### config.mk
export PLATFORM = sky130hd
export DESIGN_NAME = dss_sequencer
export DESIGN_NICKNAME = d
export VERILOG_FILES = /design/src/dss_pkg.sv /design/src/dss_step_if.sv /design/src/dss_step_engine.sv /design/src/dss_sequencer.sv
export VERILOG_INCLUDE_DIRS = /design/src /design/src/src
export SDC_FILE = /design/constraint.sdc
export NUM_CORES = 1
export LEC_CHECK = 0
export ABC_CLOCK_PERIOD_IN_PS = 11750
export BUFFER_PORTS_ARGS = -buffer_cell sky130_fd_sc_hd__buf_2
export CORE_MARGIN = 8
export CORE_UTILIZATION = 52
export CTS_CLUSTER_SIZE = 16
export DETAILED_ROUTE_END_ITERATION = 7
export PLACE_DENSITY_LB_ADDON = 0.05
export SLEW_MARGIN = 25
export SYNTH_ARGS = -nofsm -noshare
export SYNTH_HDL_FRONTEND = slang
export SYNTH_SLANG_ARGS = --single-unit
### constraint.sdc
create_clock -name clk -period 11.75 [get_ports clk]
set_input_delay 0.5875 -clock clk [delete_from_list [all_inputs] [get_ports clk]]
set_output_delay 0.5875 -clock clk [all_outputs]
set_load 0.02 [all_outputs]
### src/dss_defines.svh
// Register offsets, field positions, reset values and timing counts of the step sequencer.
`ifndef DSS_DEFINES_SVH
`define DSS_DEFINES_SVH

`define DSS_REG_DIV_MODE      8'h02
`define DSS_REG_CHOP_CFG      8'h03
`define DSS_REG_CTRL_A        8'h00
`define DSS_REG_CTRL_B        8'h01
`define DSS_DIV_A_LSB         0
`define DSS_DIV_B_LSB         2
`define DSS_MODE_A_LSB        4
`define DSS_MODE_B_LSB        6
`define DSS_CHOP_LSB          0
`define DSS_SENSOR_BIT        2
`define DSS_FLAG_PAIR_BIT     3
`define DSS_FLAG_HALF_BIT     4
`define DSS_CTRL_CNT_RESET_BIT 6
`define DSS_CTRL_OUT_EN_BIT   7
`define DSS_REG_RESET         8'h00
`define DSS_CTRL_RESET        8'h40
`define DSS_CLK_HZ            50000000
`define DSS_CHOP_400K_HZ      400000
`define DSS_CHOP_200K_HZ      200000
`define DSS_CHOP_600K_HZ      600000
`define DSS_CHOP_300K_HZ      300000
`define DSS_POS_INIT          8'h00
`define DSS_POS_COUNT         9'h100
`define DSS_HALF_STEP_SPAN    8'h20
`define DSS_FULL_STEP_OFFSET  8'h20

`endif

### src/dss_pkg.sv
// Types shared by the step sequencer modules.
package dss_pkg;
    typedef enum logic [1:0] {
        DSS_MICRO,
        DSS_HALF,
        DSS_HALF_FT,
        DSS_FULL
    } dss_mode_e;

    typedef logic [7:0] dss_pos_t;
endpackage

### src/dss_step_if.sv
// Connection between the top and one channel-pair step engine.
`timescale 1ns/1ps
`default_nettype none
interface dss_step_if;
    logic              step_sync;
    logic              chip_active;
    logic              counter_reset;
    logic [1:0]        div_code;
    dss_pkg::dss_mode_e mode;
    dss_pkg::dss_pos_t position;
    logic              at_initial;
    logic              at_half;

    modport top (
        output step_sync,
        output chip_active,
        output counter_reset,
        output div_code,
        output mode,
        input  position,
        input  at_initial,
        input  at_half
    );
    modport engine (
        input  step_sync,
        input  chip_active,
        input  counter_reset,
        input  div_code,
        input  mode,
        output position,
        output at_initial,
        output at_half
    );
endinterface
`default_nettype wire

### src/dss_step_engine.sv
// Step clock divider and excitation position counter for one channel pair.
`timescale 1ns/1ps
`default_nettype none
`include "dss_defines.svh"
module dss_step_engine (
    input  wire logic     clk,
    input  wire logic     reset_n,
    dss_step_if.engine    sif
);
    typedef struct packed {
        logic              prev_step;
        logic [2:0]        div_cnt;
        dss_pkg::dss_pos_t pos;
    } dss_eng_s;

    dss_eng_s st;
    dss_eng_s next_st;

    function automatic logic [2:0] dss_div_last(input logic [1:0] code);
        dss_div_last = 3'((4'h1 << code) - 4'h1);
    endfunction

    function automatic dss_pkg::dss_pos_t dss_step_size(input dss_pkg::dss_mode_e m);
        case (m)
            dss_pkg::DSS_MICRO: dss_step_size = 8'h01;
            dss_pkg::DSS_FULL:  dss_step_size = 8'h40;
            default:            dss_step_size = 8'h20;
        endcase
    endfunction

    always_comb begin
        next_st = st;
        next_st.prev_step = sif.step_sync;
        if (!sif.chip_active || sif.counter_reset) begin
            next_st.div_cnt = 3'h0;
            next_st.pos     = `DSS_POS_INIT;
        end else if (sif.step_sync && !st.prev_step) begin
            if (st.div_cnt >= dss_div_last(sif.div_code)) begin
                next_st.div_cnt = 3'h0;
                // Mode is sampled here, so a new mode takes effect on the next step.
                if (sif.mode != dss_pkg::DSS_MICRO &&
                    (st.pos % dss_step_size(sif.mode)) != 8'h00) begin
                    next_st.pos = st.pos - (st.pos % dss_step_size(sif.mode))
                                  + dss_step_size(sif.mode);
                end else begin
                    next_st.pos = st.pos + dss_step_size(sif.mode);
                end
            end else begin
                next_st.div_cnt = st.div_cnt + 3'h1;
            end
        end
    end

    always_ff @(posedge clk or negedge reset_n) begin
        if (!reset_n) begin
            st <= '0;
        end else begin
            st <= next_st;
        end
    end

    // Full step sits a half step off the micro grid, so initial there means offset -100%.
    assign sif.position   = (sif.mode == dss_pkg::DSS_FULL) ? st.pos - `DSS_FULL_STEP_OFFSET
                                                            : st.pos;
    assign sif.at_initial = (st.pos == `DSS_POS_INIT);
    assign sif.at_half    = (st.pos % `DSS_HALF_STEP_SPAN) == 8'h00;
endmodule
`default_nettype wire

### src/dss_sequencer.sv
// Top of the dual stepper step sequencer: registers, pin sync, gating and flag.
//
// What this block does
// - Divide each pair's step clock by 1, 2, 4 or 8 from register two.
// - Register two bits 5:4 and 7:6 select each pair's excitation mode.
// - Register three bits 1:0 pick chopping 400, 200, 600 or 300 kHz.
// - Register three bit two turns the photo-sensor drive off or on.
// - Register three bit three selects which pair drives the flag pin.
// - Register three bit four selects initial or half step flag position.
// - Outputs drive only when chip-active is high and output enable is on.
// - Configuration writes are stored even while chip-active is low.
// - Power-up reset clears registers two and three, loads 40h into both control registers and forces output enable off.
// - Steps advance on step clock rising edges only while chip-active is high.
// - Position returns to initial at reset and on counter reset.
// - Initial currents are 100% and 0%, or 100% and -100% in full step.
// - Flag pin goes low at the selected position of the selected pair.
// - Half step flag selection acts as initial outside micro-step mode.
// - Flag stays low from the reaching edge until the leaving edge.
// - A new mode is latched on the write and used from the next step.
// - Output enable changes on the write; position keeps advancing while off.
// - Chip-active low parks both pairs at the initial position.
`timescale 1ns/1ps
`default_nettype none
`include "dss_defines.svh"
module dss_sequencer #(
    parameter int CLK_HZ = `DSS_CLK_HZ
) (
    input  wire logic        clk,
    input  wire logic        reset_n,
    input  wire logic        chip_active_pin,
    input  wire logic        step_clock_pair_a,
    input  wire logic        step_clock_pair_b,
    input  wire logic        cfg_write,
    input  wire logic [7:0]  cfg_addr,
    input  wire logic [7:0]  cfg_data,
    output logic [7:0]       cfg_rdata,
    output logic [7:0]       position_pair_a,
    output logic [7:0]       position_pair_b,
    output logic             full_step_pair_a,
    output logic             full_step_pair_b,
    output logic             motor_out_en_n,
    output logic             chop_tick,
    output logic             sensor_drive,
    output logic             position_flag_pin
);
    typedef struct packed {
        logic [1:0]  act_sync;
        logic [1:0]  stepa_sync;
        logic [1:0]  stepb_sync;
        logic [7:0]  div_mode;
        logic [7:0]  chop_cfg;
        logic [7:0]  ctrl_a;
        logic [7:0]  ctrl_b;
        logic [15:0] chop_cnt;
        logic        chop_tick;
        logic [7:0]  rdata;
        logic [7:0]  pos_a;
        logic [7:0]  pos_b;
        logic        full_a;
        logic        full_b;
        logic        out_en_n;
        logic        flag;
    } dss_top_s;

    dss_top_s st;
    dss_top_s next_st;

    dss_step_if sif_a ();
    dss_step_if sif_b ();

    function automatic logic [15:0] dss_chop_period(input logic [1:0] code);
        case (code)
            2'h0:    dss_chop_period = 16'(CLK_HZ / `DSS_CHOP_400K_HZ);
            2'h1:    dss_chop_period = 16'(CLK_HZ / `DSS_CHOP_200K_HZ);
            2'h2:    dss_chop_period = 16'(CLK_HZ / `DSS_CHOP_600K_HZ);
            default: dss_chop_period = 16'(CLK_HZ / `DSS_CHOP_300K_HZ);
        endcase
    endfunction

    function automatic logic dss_flag_hit(input logic half_sel, input dss_pkg::dss_mode_e m,
                                          input logic at_init, input logic at_half);
        // Half-step marking only means something in micro-step mode.
        if (half_sel && m == dss_pkg::DSS_MICRO) begin
            dss_flag_hit = at_half;
        end else begin
            dss_flag_hit = at_init;
        end
    endfunction

    // Step clocks and chip-active are pins; only the second stage feeds logic.
    assign sif_a.step_sync     = st.stepa_sync[1];
    assign sif_b.step_sync     = st.stepb_sync[1];
    assign sif_a.chip_active   = st.act_sync[1];
    assign sif_b.chip_active   = st.act_sync[1];
    assign sif_a.counter_reset = !st.ctrl_a[`DSS_CTRL_CNT_RESET_BIT];
    assign sif_b.counter_reset = !st.ctrl_b[`DSS_CTRL_CNT_RESET_BIT];
    assign sif_a.div_code      = st.div_mode[`DSS_DIV_A_LSB +: 2];
    assign sif_b.div_code      = st.div_mode[`DSS_DIV_B_LSB +: 2];
    assign sif_a.mode = dss_pkg::dss_mode_e'(st.div_mode[`DSS_MODE_A_LSB +: 2]);
    assign sif_b.mode = dss_pkg::dss_mode_e'(st.div_mode[`DSS_MODE_B_LSB +: 2]);

    always_comb begin
        next_st = st;
        next_st.act_sync   = {st.act_sync[0], chip_active_pin};
        next_st.stepa_sync = {st.stepa_sync[0], step_clock_pair_a};
        next_st.stepb_sync = {st.stepb_sync[0], step_clock_pair_b};

        // Writes are never gated by chip-active.
        if (cfg_write) begin
            case (cfg_addr)
                `DSS_REG_CTRL_A:   next_st.ctrl_a   = cfg_data;
                `DSS_REG_CTRL_B:   next_st.ctrl_b   = cfg_data;
                `DSS_REG_DIV_MODE: next_st.div_mode = cfg_data;
                `DSS_REG_CHOP_CFG: next_st.chop_cfg = cfg_data;
                default:           next_st.rdata    = st.rdata;
            endcase
        end
        case (cfg_addr)
            `DSS_REG_CTRL_A:   next_st.rdata = st.ctrl_a;
            `DSS_REG_CTRL_B:   next_st.rdata = st.ctrl_b;
            `DSS_REG_DIV_MODE: next_st.rdata = st.div_mode;
            `DSS_REG_CHOP_CFG: next_st.rdata = st.chop_cfg;
            default:           next_st.rdata = 8'h00;
        endcase

        // Chopping tick is a reference for the analog PWM; the period is rounded down.
        next_st.chop_tick = 1'b0;
        if (st.chop_cnt + 16'h1 >= dss_chop_period(st.chop_cfg[`DSS_CHOP_LSB +: 2])) begin
            next_st.chop_cnt  = 16'h0;
            next_st.chop_tick = 1'b1;
        end else begin
            next_st.chop_cnt = st.chop_cnt + 16'h1;
        end

        next_st.pos_a  = sif_a.position;
        next_st.pos_b  = sif_b.position;
        next_st.full_a = (sif_a.mode == dss_pkg::DSS_FULL);
        next_st.full_b = (sif_b.mode == dss_pkg::DSS_FULL);

        // Both the pin and pair A's enable bit must be on; pair A carries the global enable.
        next_st.out_en_n = !(st.act_sync[1] && st.ctrl_a[`DSS_CTRL_OUT_EN_BIT]);

        // The flag follows the position register, so it holds between step edges.
        if (st.chop_cfg[`DSS_FLAG_PAIR_BIT]) begin
            next_st.flag = !dss_flag_hit(st.chop_cfg[`DSS_FLAG_HALF_BIT], sif_b.mode,
                                         sif_b.at_initial, sif_b.at_half);
        end else begin
            next_st.flag = !dss_flag_hit(st.chop_cfg[`DSS_FLAG_HALF_BIT], sif_a.mode,
                                         sif_a.at_initial, sif_a.at_half);
        end
    end

    always_ff @(posedge clk or negedge reset_n) begin
        if (!reset_n) begin
            st          <= '0;
            st.out_en_n <= 1'b1;
            st.flag     <= 1'b1;
            st.ctrl_a   <= `DSS_CTRL_RESET;
            st.ctrl_b   <= `DSS_CTRL_RESET;
        end else begin
            st <= next_st;
        end
    end

    dss_step_engine u_eng_a (
        .clk     (clk),
        .reset_n (reset_n),
        .sif     (sif_a)
    );

    dss_step_engine u_eng_b (
        .clk     (clk),
        .reset_n (reset_n),
        .sif     (sif_b)
    );

    assign cfg_rdata         = st.rdata;
    assign position_pair_a   = st.pos_a;
    assign position_pair_b   = st.pos_b;
    assign full_step_pair_a  = st.full_a;
    assign full_step_pair_b  = st.full_b;
    assign motor_out_en_n    = st.out_en_n;
    assign chop_tick         = st.chop_tick;
    assign sensor_drive      = st.chop_cfg[`DSS_SENSOR_BIT];
    assign position_flag_pin = st.flag;
endmodule
`default_nettype wire

Word level (Yosys, flattened, before mapping)

Cells that the tools add are included.

Register bits after elaboration: 107
Input port bits: 22
Output and inout port bits: 30
Word-level logic and storage cells: 135

Equal/unequal tests: 7
Order comparisons: 3
Reduce and logical (&&, ||, !) cells: 39
Shift operators: 2
$add $sub $neg: 13
Div/mod/pow operators: 4
Multiplexer cells: 45

Operator list:

| operator              | count |
|---|---|
| $mux 8                | 28 |
| $mux 11               | 4 |
| $logic_not 8->1       | 5 |
| $add 8x8->8           | 4 |
| $mod 8x8->8           | 4 |
| $pmux 8 s4            | 1 |
| $pmux 7 s2            | 2 |
| $pmux 8 s3            | 1 |
| $add 16x1->16 const B | 1 |
| $eq 8x2->1 const B    | 2 |
| $ge 16x16->1          | 1 |
| $mux 16               | 1 |
| $reduce_bool 8->1     | 2 |
| $sub 8x6->8 const B   | 2 |
| $sub 8x8->8           | 2 |
| $reduce_and 2->1      | 6 |
| $reduce_bool 2->1     | 6 |
| $eq 8x1->1 const B    | 1 |
| $logic_not 1->1       | 8 |
| $logic_and 1x1->1     | 7 |
| $add 3x1->3 const B   | 2 |
| $eq 2x2->1 const B    | 3 |
| $ge 3x3->1            | 2 |
| $logic_not 2->1       | 3 |
| other kinds (6)       | 15 |

Logic depth before layout (Yosys ltp)

Depth after elaboration: 20
Depth in mapped cells: 49
Depth with buffers taken out: 47

Hierarchy

From an unflattened synthesis, not the netlist that was laid out.

Cell total of the unflattened synthesis: 1,016
Area, all modules: 9,645.5 um2

Modules (own cells, without submodules):

| module                     | sequential area each (um2) | cells an instance | area an instance (um2) | times used |
|---|---|---|---|---|
| dss_sequencer              | 2,082.0                    | 267               | 3,590.9                | 1 |
| dss_step_engine at u_eng_b | 300.3                      | 374               | 3,116.7                | 1 |
| dss_step_engine at u_eng_a | 300.3                      | 375               | 2,937.8                | 1 |

Worst setup path before layout

OpenSTA, ideal clock, no wires.

Path type: register to register
Start: register st (netlist bit sif_a.mode[0])
End: register u_eng_a.st[7] (netlist bit)
Period minus slack after synthesis: 8,966 ps
Cell stages (with the launch flop): 48
Slack: 2,784 ps
Arrival: 8,830 ps
Buffers on the path: 2
Cell sequence: dfrtp_1 -> inv_1 -> ha_1 -> buf_2 -> inv_1 -> ha_1 -> nor3b_1 -> a311oi_2 -> o31ai_2 -> o311ai_2 -> o31ai_1 -> nand2_1 -> nand3_1 -> inv_1 -> ha_1 -> o21ai_0 -> or3_1 -> nor2_1 -> (+12 left out) -> a41oi_1 -> a211oi_1 -> buf_2 -> mux2_2 -> ha_1 -> ha_1 -> a21o_1 -> a21oi_1 -> nor2b_1 -> o21ai_0 -> nand2b_1 -> a21o_1 -> a21oi_1 -> xnor2_1 -> xnor2_1 -> nor2_1 -> a21oi_1 -> o22ai_1

Word-level cells in the longest chain between the ends: 13
Elaborated cells between the ends (all ways): 26
Classes of those cells: add/sub: 3; div: 2; eq/ne: 1; mux: 16; reduce/logical: 4

Ends and longest elaborated chain:

| item                                                 | RTL line              | RTL |
|---|---|---|
| start, declared                                      | dss_sequencer.sv:65   | `dss_top_s st;` |
| start signal, assigned                               | dss_sequencer.sv:161  | `st <= next_st;` |
| $eq 2x2->1 / $logic_not 2->1 (equally long branches) | dss_step_engine.sv:24 | `case (m)` |
| $pmux 7 s2                                           | dss_step_engine.sv:24 |  |
| $mux 8                                               | dss_step_engine.sv:41 | `if (sif.mode != dss_pkg::DSS_MICRO &&` |
| $mux 8                                               | dss_step_engine.sv:38 | `if (st.div_cnt >= dss_div_last(sif.div_code)) begin` |
| $mux 8                                               | dss_step_engine.sv:37 | `end else if (sif.step_sync && !st.prev_step) begin` |
| $mux 8                                               | dss_step_engine.sv:34 | `if (!sif.chip_active \|\| sif.counter_reset) begin` |
| $mod 8x8->8                                          | dss_step_engine.sv:43 | `next_st.pos = st.pos - (st.pos % dss_step_size(sif.mode))` |
| $sub 8x8->8                                          | dss_step_engine.sv:43 |  |
| $add 8x8->8                                          | dss_step_engine.sv:44 | `+ dss_step_size(sif.mode);` |
| $mux 8 *                                             | dss_step_engine.sv:41 |  |
| $mux 8 *                                             | dss_step_engine.sv:38 |  |
| $mux 11 *                                            | dss_step_engine.sv:37 |  |
| $mux 11 *                                            | dss_step_engine.sv:34 |  |
| end signal, assigned                                 | dss_step_engine.sv:58 | `st <= next_st;` |
| end, declared                                        | dss_step_engine.sv:16 | `dss_eng_s st;` |

Mark *: on every way between the ends. The rest lies on a longest branch, timed or not. The select of a mux whose other input is x is not followed.
A chain may end at the register's enable or synchronous reset.

Worst setup path after layout

Same ends and word-level chain as after synthesis.

==> impl_metrics.csv <==
group,metric,value,unit
outcome,status,"finished clean",
route,num_vias,7418,
worst_setup_path,crit_required,11.95,ns
synthesis,synth_cell_type_count,99,
pwr,p_leak,4.74,nW
sta,whs,0.222,ns
sta,timing_max_transition_violations_final,0,
die,fp.dieH,150,microns
cells_and_area,nets,1156,
worst_setup_path,arrival,10.56,ns
worst_setup_path,slowest_stage_cell_on_the_critical_path,"ha_1",
synthesis,post_synth_instance_area,9330,sq um
synthesis,synth_top_flop_cell,"dfrtp_1",
worst_setup_path,critical_path_buf_inv_count,4,
sta,fin_crit,10.36,ns
clock_network,postCtsHoldBufs,0,
grt,grt_antenna_before_repair,0,
grt,first_global_vias,7123,
placement,dpl_cell_area,9620,sq um
pwr,cellPowerDensity,200,nW/um^2
cells_and_area,layout.cells.most_common,"dfrtp_1",
synthesis,netlist.area_leader.share,27.6,%
clock_network,tritoncts,"done",
clock_network,cts.repair_timing.setup_buffer_count,0,
sta,finalSetupViolations,0,
route,drt_wl_total,21200,microns
pwr,report.power.total,1.98,mW
die,ios,52,
die,placementRows,49,
synthesis,netlist_instances,1015,
grt,grt_first_pass_wirelength,35700,microns
cells_and_area,layout-area-overhead-vs-synth,6.28,%
flow_run,cap_viol_max_count,0,
synthesis,postSynth.asyncResetShare,100,%
route,drc,0,
clock_network,root_buf_cell,"clkbuf_16",
cells_and_area,final_core_occ,55.8,%
route,first_pass_iteration_count_of_the_detailed_router,5,
placement,dp_hpwl,16600,microns
sta,share_of_the_clock_period_used_by_the_worst_path,88.2,%
sta,rsz_0062_raised_after_global_routing,"false",
worst_setup_path,setup.worst_path.end_class,"flip-flop",
clock_network,num_cts_buffers,9,
cells_and_area,finalInstanceArea,9920,sq um
synthesis,synth.yosys.seq_area_share,28.7,%
worst_setup_path,timing.critical_path.mode_cell,"ha_1",
clock_network,clock_latency,0.34,ns
placement,routabilityCongestion,0.897,
synthesis,synth.top_cells.by_area,"dfrtp_1, ha_1, mux2_2, a21oi_1, nand2_1",
die,core,17800,sq um
sta,final_hold_viol_count,0,
route,drt-vias-per-instance,5.84,
sta,final.setup_skew,0.00961,ns
worst_hold_path,holdCritPathClass,"input port to async pin",
clock_network,cts_max_level,3,
clock_network,clock_tree.buffer_depth,2,
sta,timing.setup.tns,0,ns
sta,achievable_freq,96.5,MHz
die,floorplan.initialDensity,52.5,%
sta,tightestPinTransition,0.823,ns
worst_setup_path,setup.worst_path.start_class,"flip-flop",
placement,buffers_added_on_ports,51,
die,floorplan.die.width,150,microns
synthesis,post-synth-top-area-cell,"dfrtp_1",
die,overall_die_area,22500,sq um
cells_and_area,fill_cell_count,1618,
cells_and_area,layout.cells.most_common_list,"dfrtp_1, ha_1, nand2_1",
worst_setup_path,crit_type,"flip-flop to flip-flop",
pwr,power.ir.vdd_worst,0.000222,V
worst_setup_path,critical_path.top_delay_family,"compound AO/OA/AOI/OAI gates",
route,detail-route-antenna-nets,0,
sta,relSlewSlack,45.1,%
grt,maximum_number_of_pins_on_one_net_before_global_route_repair,66,
worst_setup_path,critical_path_peak_fanout,24,
cells_and_area,post_route_cells_drive_above_1_share,16.3,%
route,wire_per_inst,16.7,microns
clock_network,clock_sink_count,107,
route,detailedRoute.firstIterationViolations,360,
grt,total_grt_usage,19.2,%
clock_network,post_cts_resize_count,0,
synthesis,post_synthesis_sequential_element_count,107,
worst_setup_path,cpPeakStageDelay,0.69,ns
worst_setup_path,cp.depth,45,
worst_setup_path,r2r_cells,45,
synthesis,synth_edf_count,0,
grt,gr-total-overflow,0,
clock_network,path_clk_slew,0.07,ns
synthesis,synthesis.yosys.warnings,0,
cells_and_area,diodes,0,
synthesis,mean_instance_size_in_the_synthesized_netlist,9.19,sq um
[state kept, by name (all words and copies together) (netlist names), 2 cells and up]
signal,cells
sif_b.div_code,2
sif_a.div_code,2
sif_a.mode,2
position_pair_a,8
sif_b.mode,2
next_st,3
cfg_rdata,8
u_eng_a.st,12
position_pair_b,8
st,39
u_eng_b.st,12
[synthesized netlist by cell type (all sizes together) (5+ instances only)]
master,instances
nand2b,16
a41oi,7
a221oi,6
a21o,15
buf,40
dfrtp,103
and2,11
and3,21
a31o,5
nand2,82
a21oi,68
mux2,37
o21bai,12
o21ai,46
o21a,8
nor4,5
mux2i,15
clkbuf,13
nor3b,6
a211oi,8
fa,6
inv,55
o211ai,8
nand3,32
nor2,77
or3,8
mux4,8
ha,92
xor2,20
nor2b,17
o22ai,11
nor3,28
xnor2,29
nand4,11
a31oi,11
or2,8
o31ai,8
[metrics by stage]
step | setup WS [ns] | instances
after floorplan | 2.78 | 1022
after global placement | 1.69 | 1254
after detailed placement | 1.46 | 1254
after CTS | 1.41 | 1270
after global routing | 0.369 | 1270
final | 1.39 | 1270
[path summary, 6_finish.rpt]
path | from | to | slack, ns
min in group clk | next_st[82] | sif_a.chip_active | 0.35
worst min-delay path | reset_n | u_eng_a.st[8] | 0.22
worst max-delay path | sif_a.mode[0] | u_eng_a.st[7] | 1.39
worst min register to register | next_st[82] | sif_a.chip_active | 0.35
worst max register to register | sif_a.mode[0] | u_eng_a.st[7] | 1.39
max in group asynchronous | reset_n | st[33] | 10.30
[logic make-up (layout without fill, tap and decap cells)]
group                    Yosys count  count (layout)  synth area share [%]
AO/OA/AOI/OAI                    253             253                  20.4
XOR/XNOR                          49              49                  4.68
adder cells (fa/ha/maj)           98              98                  13.6
buffers and inverters            109             128                  5.73
flip-flops                       107             107                  28.7
multiplexers                      60              60                  8.09
other                              1               8                0.0402
AND/OR/NAND/NOR                  338             338                  18.7
[per-layer routing]
metal	wire, microns	vias up	share of wire [%]	global-route usage (%)
li1	-	3726	-	-
met1	10600	3536	50	27.7
met2	9630	148	46	30.9
met3	824	8	3.9	1.97
met4	133	0	0.63	3.60
met5	0	-	0	0
[worst reg2reg max path: cells and delay by family (launching register included)]
kind,cells,cell delay [ns]
AO/OA/AOI/OAI,16,3.65
XOR/XNOR,3,0.40
adder cells (fa/ha/maj),7,2.74
buffers and inverters,4,0.72
flip-flops,1,0.41
multiplexers,1,0.35
AND/OR/NAND/NOR,14,1.99
[power by group]
| part | switching (mW) | internal (mW) |
|---|---|---|
| Sequential | 0.00819 | 0.378 |
| Clock | 0.127 | 0.170 |
| Combinational | 0.735 | 0.560 |
| Total | 0.870 | 1.11 |
[layout make-up]
class                   instances  area [sq um]  area share [%]
inverters                      56           210            2.12
flip-flops and latches        107          2680            27.1
clock inverters                 5          52.6           0.530
repair buffers                 56           295            2.98
well taps                     229           287            2.89
multi-input cells             806          6150            62.0
clock buffers                  11           243            2.45
No activity file was read; power rests on OpenSTA's default activity.
